$ cat config.mk
export PLATFORM = sky130hd
export DESIGN_NAME = dsf_driver_status
export DESIGN_NICKNAME = d
export VERILOG_FILES = /design/src/common/dsf_pkg.sv /design/src/design/dsf_sync.sv /design/src/design/dsf_standstill.sv /design/src/design/dsf_driver_status.sv
export SDC_FILE = /design/constraint.sdc
export NUM_CORES = 1
export LEC_CHECK = 0
export ABC_AREA = 0
export ABC_CLOCK_PERIOD_IN_PS = 3130
export BUFFER_PORTS_ARGS = -buffer_cell sky130_fd_sc_hd__buf_2
export CORE_MARGIN = 2
export CORE_UTILIZATION = 25
export CTS_CLUSTER_SIZE = 8
export DETAILED_ROUTE_END_ITERATION = 8
export GPL_ROUTABILITY_DRIVEN = 1
export PLACE_DENSITY = 0.45
export SYNTH_ARGS = -nofsm -noshare
export SYNTH_HDL_FRONTEND = slang
export SYNTH_SLANG_ARGS = --single-unit
$ cat constraint.sdc
create_clock -name sys_clk -period 3.13 [get_ports sys_clk]
set_input_delay 0.313 -clock sys_clk [delete_from_list [all_inputs] [get_ports sys_clk]]
set_output_delay 0.313 -clock sys_clk [all_outputs]
set_load 0.02 [all_outputs]
$ cat src/common/dsf_pkg.sv
package dsf_pkg;

   localparam logic [7:0] DRIVER_STATUS_WORD_ADDR = 8'h6f;

   localparam int STANDSTILL_BIT     = 31;
   localparam int CHOPPER_MODE_BIT   = 30;
   localparam int SCALE_LSB          = 16;
   localparam int SCALE_WIDTH        = 5;
   localparam int TEMP_LSB           = 8;
   localparam int OPEN_LOAD_LSB      = 6;
   localparam int LOWSIDE_SHORT_LSB  = 4;
   localparam int GROUND_SHORT_LSB   = 2;
   localparam int THERMAL_SHUT_BIT   = 1;
   localparam int THERMAL_WARN_BIT   = 0;

   localparam int STANDSTILL_CYCLES  = 1 << 20;

   localparam logic [31:0] STATUS_RESET_VALUE = 32'h0000_0000;

   // Short flags of one chopper mode: bit 1 is phase B, bit 0 is phase A.
   typedef struct packed {
      logic [1:0] lowside;
      logic [1:0] ground;
   } dsf_short_s;

   // Raw indications from the analog and chopper blocks.
   typedef struct packed {
      logic       step_pulse;
      logic       quiet_mode;
      logic [4:0] current_scale;
      logic [3:0] temp_comp;
      logic [1:0] open_load;
      logic [1:0] lowside_short;
      logic [1:0] ground_short;
      logic       thermal_shutdown;
      logic       thermal_warning;
   } dsf_sense_s;

endpackage : dsf_pkg

$ cat src/design/dsf_sync.sv
`timescale 1ns/1ns
module dsf_sync #(
   parameter int WIDTH = 1
) (
   input  wire logic             sys_clk,
   input  wire logic             rst,
   input  wire logic             clk_en,
   input  wire logic [WIDTH-1:0] async_in,
   output logic      [WIDTH-1:0] sync_out
);
   typedef struct packed {
      logic [WIDTH-1:0] stage1;
      logic [WIDTH-1:0] stage2;
   } dsf_sync_state_s;

   dsf_sync_state_s state;
   dsf_sync_state_s next_state;

   initial
   begin
      if (WIDTH < 1)
      begin
         $error("dsf_sync: WIDTH must be at least 1.");
      end
   end

   always_comb
   begin
      next_state        = state;
      next_state.stage1 = async_in;
      next_state.stage2 = state.stage1;
   end

   always_ff @(posedge sys_clk)
   begin
      if (rst)
      begin
         state <= '0;
      end
      else if (clk_en)
      begin
         state <= next_state;
      end
   end

   assign sync_out = state.stage2;
endmodule : dsf_sync

$ cat src/design/dsf_standstill.sv
`timescale 1ns/1ns
module dsf_standstill #(
   parameter int CYCLES = dsf_pkg::STANDSTILL_CYCLES
) (
   input  wire logic sys_clk,
   input  wire logic rst,
   input  wire logic clk_en,
   input  wire logic step_seen,
   output logic      standstill
);
   import dsf_pkg::*;

   localparam int CW = $clog2(CYCLES + 1);

   typedef struct packed {
      logic [CW-1:0] count;
      logic          flag;
   } dsf_stst_state_s;

   dsf_stst_state_s state;
   dsf_stst_state_s next_state;

   initial
   begin
      if (CYCLES < 2)
      begin
         $error("dsf_standstill: CYCLES must be at least 2.");
      end
   end

   // The count restarts on every step and saturates once the flag is up.
   always_comb
   begin
      next_state = state;
      if (step_seen)
      begin
         next_state.count = '0;
         next_state.flag  = 1'b0;
      end
      else if (!state.flag)
      begin
         next_state.count = state.count + CW'(1);
         if (state.count == CW'(CYCLES - 1))
         begin
            next_state.flag = 1'b1;
         end
      end
   end

   always_ff @(posedge sys_clk)
   begin
      if (rst)
      begin
         state <= '0;
      end
      else if (clk_en)
      begin
         state <= next_state;
      end
   end

   assign standstill = state.flag;
endmodule : dsf_standstill

$ cat src/design/dsf_driver_status.sv
// Summary of operation
// - Bit 31 rises once 2^20 clocks have passed since the last step pulse.
// - Bit 30 reads 1 in the quiet voltage-mode chopper, 0 in the current one.
// - Bits 20 to 16 return the current scale that is applied right now.
// - Bits 11 to 8 read the 157, 150, 143 and 120 degree comparators.
// - Bit 7 shows open load on phase B and bit 6 on phase A.
// - Open-load flags only report and never disable the bridge.
// - Bits 5 and 4 latch low-side shorts on B and A and disable the driver while that chopper mode is active.
// - Bits 3 and 2 latch ground shorts on B and A and disable the driver while that chopper mode is active.
// - Short flags hold until the off time is 0 or the enable pin is high.
// - Short flags are kept apart for each of the two chopper modes.
// - Bit 1 reports thermal shutdown and disables both bridges.
// - After shutdown the bridges stay off until the pre-warning clears.
// - Bit 0 is set while the pre-warning threshold is exceeded.
// - Thermal shutdown and pre-warning are single flags for both bridges.
`timescale 1ns/1ns
module dsf_driver_status #(
   parameter int STANDSTILL_CYCLES = dsf_pkg::STANDSTILL_CYCLES
) (
   input  wire logic                sys_clk,
   input  wire logic                rst,
   input  wire logic                clk_en,
   input  wire dsf_pkg::dsf_sense_s sense,
   input  wire logic                enable_low_pin,
   input  wire logic [3:0]          chopper_off_time,
   input  wire logic                rd_en,
   input  wire logic [7:0]          rd_addr,
   output logic      [31:0]         rd_data,
   output logic                     rd_valid,
   output logic                     bridge_enable,
   output logic      [31:0]         driver_status_word
);
   import dsf_pkg::*;

   localparam int SENSE_W = $bits(dsf_sense_s);

   typedef struct packed {
      dsf_short_s  quiet_shorts;
      dsf_short_s  current_shorts;
      logic        thermal_hold;
      logic        step_prev;
      logic        bridge_on;
      logic [31:0] status;
      logic [31:0] rdata;
      logic        rvalid;
   } dsf_top_state_s;

   dsf_top_state_s state;
   dsf_top_state_s next_state;

   dsf_sense_s       sense_s;
   logic [SENSE_W:0] sync_out;
   logic             enable_low_s;
   logic             standstill;
   logic             step_seen;
   logic             driver_off;
   dsf_short_s       active_shorts;
   dsf_short_s       new_shorts;

   initial
   begin
      if (STANDSTILL_CYCLES < 2)
      begin
         $error("dsf_driver_status: STANDSTILL_CYCLES must be at least 2.");
      end
   end

   // Sense lines and the enable pin come from outside this clock domain.
   dsf_sync #(
      .WIDTH(SENSE_W + 1)
   ) u_sync (
      .sys_clk  (sys_clk),
      .rst      (rst),
      .clk_en   (clk_en),
      .async_in ({enable_low_pin, sense}),
      .sync_out (sync_out)
   );

   assign sense_s      = dsf_sense_s'(sync_out[SENSE_W-1:0]);
   assign enable_low_s = sync_out[SENSE_W];
   assign step_seen    = sense_s.step_pulse & ~state.step_prev;

   dsf_standstill #(
      .CYCLES(STANDSTILL_CYCLES)
   ) u_standstill (
      .sys_clk    (sys_clk),
      .rst        (rst),
      .clk_en     (clk_en),
      .step_seen  (step_seen),
      .standstill (standstill)
   );

   // Disabling the driver is the only way to release latched shorts.
   assign driver_off = enable_low_s | (chopper_off_time == 4'h0);

   always_comb
   begin
      new_shorts.lowside = sense_s.lowside_short;
      new_shorts.ground  = sense_s.ground_short;
   end

   always_comb
   begin
      next_state           = state;
      next_state.step_prev = sense_s.step_pulse;

      // Each chopper mode keeps its own copy of the short flags.
      if (driver_off)
      begin
         next_state.quiet_shorts   = '0;
         next_state.current_shorts = '0;
      end
      else if (sense_s.quiet_mode)
      begin
         next_state.quiet_shorts = state.quiet_shorts | new_shorts;
      end
      else
      begin
         next_state.current_shorts =
            state.current_shorts | new_shorts;
      end

      // Shutdown holds until the pre-warning comparator has also dropped.
      if (sense_s.thermal_shutdown)
      begin
         next_state.thermal_hold = 1'b1;
      end
      else if (!sense_s.thermal_warning)
      begin
         next_state.thermal_hold = 1'b0;
      end

      active_shorts = sense_s.quiet_mode ? next_state.quiet_shorts
                                         : next_state.current_shorts;

      // Open load is deliberately absent from this term.
      next_state.bridge_on = !driver_off
                             && (active_shorts == '0)
                             && !next_state.thermal_hold;

      next_state.status = STATUS_RESET_VALUE;
      next_state.status[STANDSTILL_BIT]   = standstill;
      next_state.status[CHOPPER_MODE_BIT] = sense_s.quiet_mode;
      next_state.status[SCALE_LSB +: SCALE_WIDTH] =
         sense_s.current_scale;
      next_state.status[TEMP_LSB +: 4]      = sense_s.temp_comp;
      next_state.status[OPEN_LOAD_LSB +: 2] = sense_s.open_load;
      next_state.status[LOWSIDE_SHORT_LSB +: 2] =
         active_shorts.lowside;
      next_state.status[GROUND_SHORT_LSB +: 2] =
         active_shorts.ground;
      next_state.status[THERMAL_SHUT_BIT] =
         sense_s.thermal_shutdown;
      next_state.status[THERMAL_WARN_BIT] =
         sense_s.thermal_warning;

      // A read only copies the word; nothing is cleared by it.
      next_state.rvalid = rd_en;
      if (rd_en && rd_addr == DRIVER_STATUS_WORD_ADDR)
      begin
         next_state.rdata = state.status;
      end
      else if (rd_en)
      begin
         next_state.rdata = '0;
      end
   end

   always_ff @(posedge sys_clk)
   begin
      if (rst)
      begin
         state <= '0;
      end
      else if (clk_en)
      begin
         state <= next_state;
      end
   end

   assign rd_data            = state.rdata;
   assign rd_valid           = state.rvalid;
   assign bridge_enable      = state.bridge_on;
   assign driver_status_word = state.status;
endmodule : dsf_driver_status

Word level (Yosys, flattened, before mapping)
Index checks and enable logic that the tools add are counted.

Output and inout bits: 66. Logic and storage cells: 44. Register bits after elaboration: 125.

Add/subtract/negate cells: 1. Equality and inequality tests: 3. Mux-type cells: 11. Reductions and logical operators: 10. Bitwise gates (word level): 5.

Operators by type and width (number): 2-to-1 mux 32 bit (2); 2-to-1 mux 22 bit (2); adder 21 x 1 -> 21 bit (second input constant) (1); equality test 21 x 20 -> 1 bit (second input constant) (1); 2-to-1 mux 4 bit (3); equality test 8 x 7 -> 1 bit (second input constant) (1); logical NOT 4 bit (2); 2-to-1 mux 8 bit (1); OR 4 bit (2); AND reduction 2 bit (2); logical AND 1 bit (3); 2-to-1 mux 1 bit (3); logical NOT 1 bit (2); inequality test 2 bit (second input constant) (1); nonzero test 2 bit (1); AND 1 bit (1); inverter 1 bit (1); OR 1 bit (1).

Logic depth before layout (Yosys ltp)
Depth in word-level cells: 7. Depth in mapped cells: 7. Mapped depth without buffers: 6.

By module
From an unflattened synthesis, not the netlist that was laid out.

Cell total of the unflattened synthesis: 557. Area total of the unflattened synthesis: 5067.4 um^2.

Modules (own cells, without submodules): dsf_driver_status (times used 1, cells an instance 280, area each 2419.8 um^2); dsf_sync (times used 1, cells an instance 129, area each 1457.6 um^2); dsf_standstill (times used 1, cells an instance 148, area each 1189.9 um^2).

Worst setup path after synthesis
OpenSTA, ideal clock, no wires.

Path type: flip-flop to flip-flop. Start point: register u_standstill.state[6] in the netlist's numbering. End point: register u_standstill.state[14] in the netlist's numbering. Required time: 3.059 ns. Stages on the path, launching flop included: 6. Setup slack: 1.306 ns. Data arrival time: 1.754 ns. Path through: dfxtp_1 nand4_2 or4_1 buf_2 or4_1 a21oi_1.

Cells in the longest elaborated chain, start to end: 3.

RTL lines: start, declared (RTL line dsf_standstill.sv:20) `dsf_stst_state_s state;`; start signal, assigned (RTL line dsf_standstill.sv:58) `state <= next_state;`; adder 21 x 1 -> 21 bit (RTL line dsf_standstill.sv:42) `next_state.count = state.count + CW'(1);`; 2-to-1 mux 22 bit (RTL line dsf_standstill.sv:40) `else if (!state.flag)`; 2-to-1 mux 22 bit (RTL line dsf_standstill.sv:35) `if (step_seen)`.

No other way between the ends. The select of a mux whose other input is x is not followed. A chain may end at the register's enable or synchronous reset.

Worst setup path in the final report
Start point: register u_standstill.state[1] in the netlist's numbering. End point: register u_standstill.state[17] in the netlist's numbering.

The elaborated chain is that of the path after synthesis.

==> impl_results.html <==
<table>
<tr><th>Metric</th><th>Value</th></tr>
<tr><th colspan="2">Setup path</th></tr>
<tr><td>Critical path start-end classification</td><td>flop to flop</td></tr>
<tr><td>Reg2reg path depth</td><td>6</td></tr>
<tr><td>Element type at the critical path start</td><td>flop</td></tr>
<tr><td>Source of the worst register-to-register timing path</td><td>u_standstill.state[1]</td></tr>
<tr><td>Critical path arrival</td><td>2280 ps</td></tr>
<tr><td>Data required, critical path</td><td>3340 ps</td></tr>
<tr><td>Worst R2R Setup Slack</td><td>1060 ps</td></tr>
<tr><td>Critical register-to-register path endpoint</td><td>u_standstill.state[17]</td></tr>
<tr><td>Critical path, cell by cell</td><td>ha_1, nand4_1, nor3_1, nand3_1, xor2_1, nor2_1</td></tr>
<tr><td>Worst path slowest cell</td><td>nor3_1</td></tr>
<tr><td>Biggest fanout along the worst timing path</td><td>6</td></tr>
<tr><td>Crit path capture type</td><td>flop</td></tr>
<tr><td>Highest cell delay on the worst timing path</td><td>640 ps</td></tr>
<tr><th colspan="2">Clock tree</th></tr>
<tr><td>Maximum number of buffers from clock root to sink</td><td>2</td></tr>
<tr><td>Count of clock tree sinks</td><td>112</td></tr>
<tr><td>CTS root buf</td><td>clkbuf_16</td></tr>
<tr><td>Clock buffers created by TritonCTS</td><td>9</td></tr>
<tr><td>Clock tree from TritonCTS</td><td>yes</td></tr>
<tr><td>Number of buffers added for setup after CTS</td><td>0</td></tr>
<tr><td>Deepest level of the CTS H-tree</td><td>3</td></tr>
<tr><td>Total of hold buffers inserted after clock tree synthesis</td><td>0</td></tr>
<tr><td>Clock latency of the later-clocked register in the worst-skew pair</td><td>340 ps</td></tr>
<tr><td>Quantity of gates resized following cts</td><td>0</td></tr>
<tr><td>Clock-pin slew of the registers on the worst-case setup and hold paths</td><td>70 ps</td></tr>
<tr><th colspan="2">Timing</th></tr>
<tr><td>Number of hold violations in the final report</td><td>0</td></tr>
<tr><td>Clk_skew</td><td>9.52 ps</td></tr>
<tr><td>Max-slew violation count</td><td>0</td></tr>
<tr><td>Share of the clock period used by the worst path after layout</td><td>66.0%</td></tr>
<tr><td>Final setup violating endpoints</td><td>0</td></tr>
<tr><td>Setup tns final</td><td>0 ps</td></tr>
<tr><td>Unrepaired setup endpoints after global routing</td><td>no</td></tr>
<tr><td>Rel. slew slack</td><td>32.5%</td></tr>
<tr><td>Final critical path time including I/O delays and setup</td><td>2070 ps</td></tr>
<tr><td>Max Freq</td><td>0.484 GHz</td></tr>
<tr><td>Worst Max-Slew Pin Slew</td><td>1010 ps</td></tr>
<tr><th colspan="2">Synth</th></tr>
<tr><td>Sequential share of the synthesized area</td><td>47.2%</td></tr>
<tr><td>Total of warnings raised by yosys</td><td>0</td></tr>
<tr><td>Syn Area/Cell</td><td>9.16 µm²</td></tr>
<tr><td>Synth Register Bits</td><td>112</td></tr>
<tr><td>Main flop type after synthesis</td><td>dfxtp_1</td></tr>
<tr><td>Post-synth EDFFs</td><td>0</td></tr>
<tr><td>Yosys top cell by area</td><td>dfxtp_1</td></tr>
<tr><td>Number of instances in the synthesized netlist</td><td>519</td></tr>
<tr><td>Netlist area before placement</td><td>0.00475 mm²</td></tr>
<tr><td>Library cells used by synthesis</td><td>46</td></tr>
<tr><td>Cells taking the most area after synthesis</td><td>dfxtp_1, mux2i_1, buf_4, nor2_1, a22oi_1</td></tr>
<tr><td>Area share of the leading cell type in the synthesized netlist</td><td>47.2%</td></tr>
<tr><td>Share of flip-flops with an asynchronous set or reset after synthesis</td><td>0%</td></tr>
<tr><th colspan="2">Floorplan</th></tr>
<tr><td>Total die area</td><td>0.0201 mm²</td></tr>
<tr><td>Die Height</td><td>142 µm</td></tr>
<tr><td>I/O pin count</td><td>102</td></tr>
<tr><td>Initial Utilization</td><td>25.4%</td></tr>
<tr><td>Placeable Area</td><td>0.0187 mm²</td></tr>
<tr><td>Number of rows created at floorplan</td><td>50</td></tr>
<tr><td>Horizontal die dimension</td><td>142 µm</td></tr>
<tr><th colspan="2">Routing</th></tr>
<tr><td>Routed wirelength normalized by instance count</td><td>13.5 µm</td></tr>
<tr><td>Length of the first detailed-routing pass in iterations</td><td>5</td></tr>
<tr><td>Via count of the routed design</td><td>3513</td></tr>
<tr><td>Starting DRC count in detailed routing</td><td>204</td></tr>
<tr><td>Number of DRC violations after detailed routing</td><td>0</td></tr>
<tr><td>Vias per Instance</td><td>4.49</td></tr>
<tr><td>Count of nets left with antenna violations after detail routing</td><td>0</td></tr>
<tr><td>DRT Wirelength</td><td>10500 µm</td></tr>
<tr><th colspan="2">Status</th></tr>
<tr><td>Run status</td><td>complete, no violations</td></tr>
<tr><th colspan="2">Final layout</th></tr>
<tr><td>Layout area overhead</td><td>10.5%</td></tr>
<tr><td>Highest-count cells in the layout ignoring fill and taps</td><td>dfxtp_1, nor2_1, buf_2, mux2i_1, a21oi_1</td></tr>
<tr><td>Register area</td><td>0.00224 mm²</td></tr>
<tr><td>Fillers</td><td>1951</td></tr>
<tr><td>Leading cell type in the layout, fill and taps excluded</td><td>dfxtp_1</td></tr>
<tr><td>Antenna cell count</td><td>0</td></tr>
<tr><td>Fraction of final layout cells with drive strength greater than 1</td><td>18.6%</td></tr>
<tr><td>Fraction of the core area covered by cells at the end of the flow</td><td>28.1%</td></tr>
<tr><td>Net total in the final layout</td><td>581</td></tr>
<tr><td>Area of the multi-input gates</td><td>0.00201 mm²</td></tr>
<tr><th colspan="2">Global routing</th></tr>
<tr><td>Global-route congestion overflow total</td><td>0</td></tr>
<tr><td>Largest net degree at the start of global routing</td><td>64</td></tr>
<tr><td>Overall global routing resource usage</td><td>10.6%</td></tr>
<tr><td>Wire length of the first global-routing pass</td><td>17000 µm</td></tr>
<tr><td>Number of global-route vias before repair</td><td>3222</td></tr>
<tr><td>Number of antenna violations at the first check in global routing</td><td>0</td></tr>
<tr><th colspan="2">Hold path</th></tr>
<tr><td>Number of stages on the worst hold path</td><td>3</td></tr>
<tr><td>Type of the tightest min-delay check</td><td>primary input to flop</td></tr>
<tr><td>Hold path startpoint</td><td>sense[4]</td></tr>
<tr><td>Hold Crit Endpoint</td><td>u_sync.next_state[4]</td></tr>
<tr><th colspan="2">Pwr</th></tr>
<tr><td>Peak supply drop</td><td>195 µV</td></tr>
<tr><td>Leakage power total</td><td>2.23 nW</td></tr>
<tr><td>Areal power density over the cells</td><td>531 mW/mm²</td></tr>
<tr><td>Total power consumption of the routed design</td><td>2.79 mW</td></tr>
<tr><th colspan="2">Placed design</th></tr>
<tr><td>Final estimated routing congestion in global placement</td><td>0.820</td></tr>
<tr><td>HPWL after DPL</td><td>7560 µm</td></tr>
<tr><td>Count of buffers from port buffering</td><td>75</td></tr>
<tr><th colspan="2">Flow run</th></tr>
<tr><td>MaxCap Viol Count</td><td>0</td></tr>
</table>
==> per-stage QoR <==
step / instances / setup slack [ps] / hold slack, ps / area (µm²)
after CTS: 783 / 1100 / 188 / 5250
after global placement: 767 / 1140 / 444 / 4970
after detailed placement: 767 / 1070 / 457 / 4970
final: 783 / 1060 / 206 / 5250
after floorplan: 544 / 1310 / 429 / 4850
after global routing: 783 / 885 / 188 / 5250
==> cell type report <==
| cell class | count | share of cell area (%) |
|---|---|---|
| sequential | 112 | 42.7 |
| multi-input combinational | 337 | 38.2 |
| timing repair buffer | 79 | 7.76 |
| tap | 234 | 5.57 |
| clock buffer | 13 | 4.95 |
| clock inverter | 3 | 0.429 |
| inverter | 5 | 0.357 |
==> worst max-delay path: cells and delay by family, from the launching register on <==
family | cells | cell delay, ps
DFF | 1 | 400
adders and majority gates | 1 | 240
and+or+nand+nor | 4 | 1130
xor gates and xnor gates | 1 | 180
==> kinds of logic (layout without fill, tap and decap cells) <==
kind of cell / Yosys count / count (layout) / synth area share (%)
buf+inv: 95 / 100 / 12.6
other cells: 1 / 26 / 0.0789
mux: 59 / 59 / 12.5
simple gates: 168 / 168 / 15.7
flops: 112 / 112 / 47.2
fa+ha+maj: 1 / 1 / 0.263
xor+xnor: 5 / 5 / 0.921
compound gates: 78 / 78 / 10.8
==> layer usage <==
metal,routed length [µm],track usage [%],part of all wire (%),up-vias
met4,230,4.16,2.2,0
met2,4280,15.1,41,112
met1,5540,15.3,53,1626
li1,-,-,-,1761
met3,496,2.60,4.7,14
met5,0,0,0,-
==> registers in the layout (all words and copies together), names as in the netlist <==
| name | cells |
|---|---|
| u_standstill.state | 21 |
| u_sync.next_state | 20 |
| u_sync.sync_out | 20 |
| driver_status_word | 19 |
| rd_data | 19 |
| state | 10 |
| bridge_enable | 1 |
| rd_valid | 1 |
| u_standstill.standstill | 1 |
==> worst max-delay path by stage <==
stage / start / endpoint / slack [ps] / cells after the start
finish: u_standstill.state[1] / u_standstill.state[17] / 1060 / 6
global route: u_standstill.state[1] / u_standstill.state[17] / 880 / 6
CTS: u_standstill.state[1] / u_standstill.state[17] / 1100 / 6
detailed placement: clk_en / u_standstill.state[18] / 1070 / 6
global placement: clk_en / u_standstill.state[18] / 1140 / 6
floorplan: u_standstill.state[6] / u_standstill.state[14] / 1310 / 5
==> cell usage after synthesis, drive strengths merged, types with 2 or more instances <==
cell	n
a21o	2
a21oi	28
a22oi	19
a311oi	4
a31o	2
a31oi	5
a32oi	2
and3	2
buf	73
clkbuf	17
dfxtp	112
inv	5
mux2	3
mux2i	56
nand2	22
nand2b	3
nand3	7
nand4	5
nand4b	3
nor2	103
nor2b	3
nor3	9
nor4	5
o211ai	3
o21ai	5
o31ai	2
or3	2
or4	2
xnor2	4
==> report_power, final <==
part           internal (mW)  total [mW]  switching [mW]
Combinational         0.0726       0.210           0.137
Clock                  0.590        1.09           0.505
Sequential              1.46        1.49          0.0274
Total                   2.12        2.79           0.670
Power figures use the tool's default switching activity.
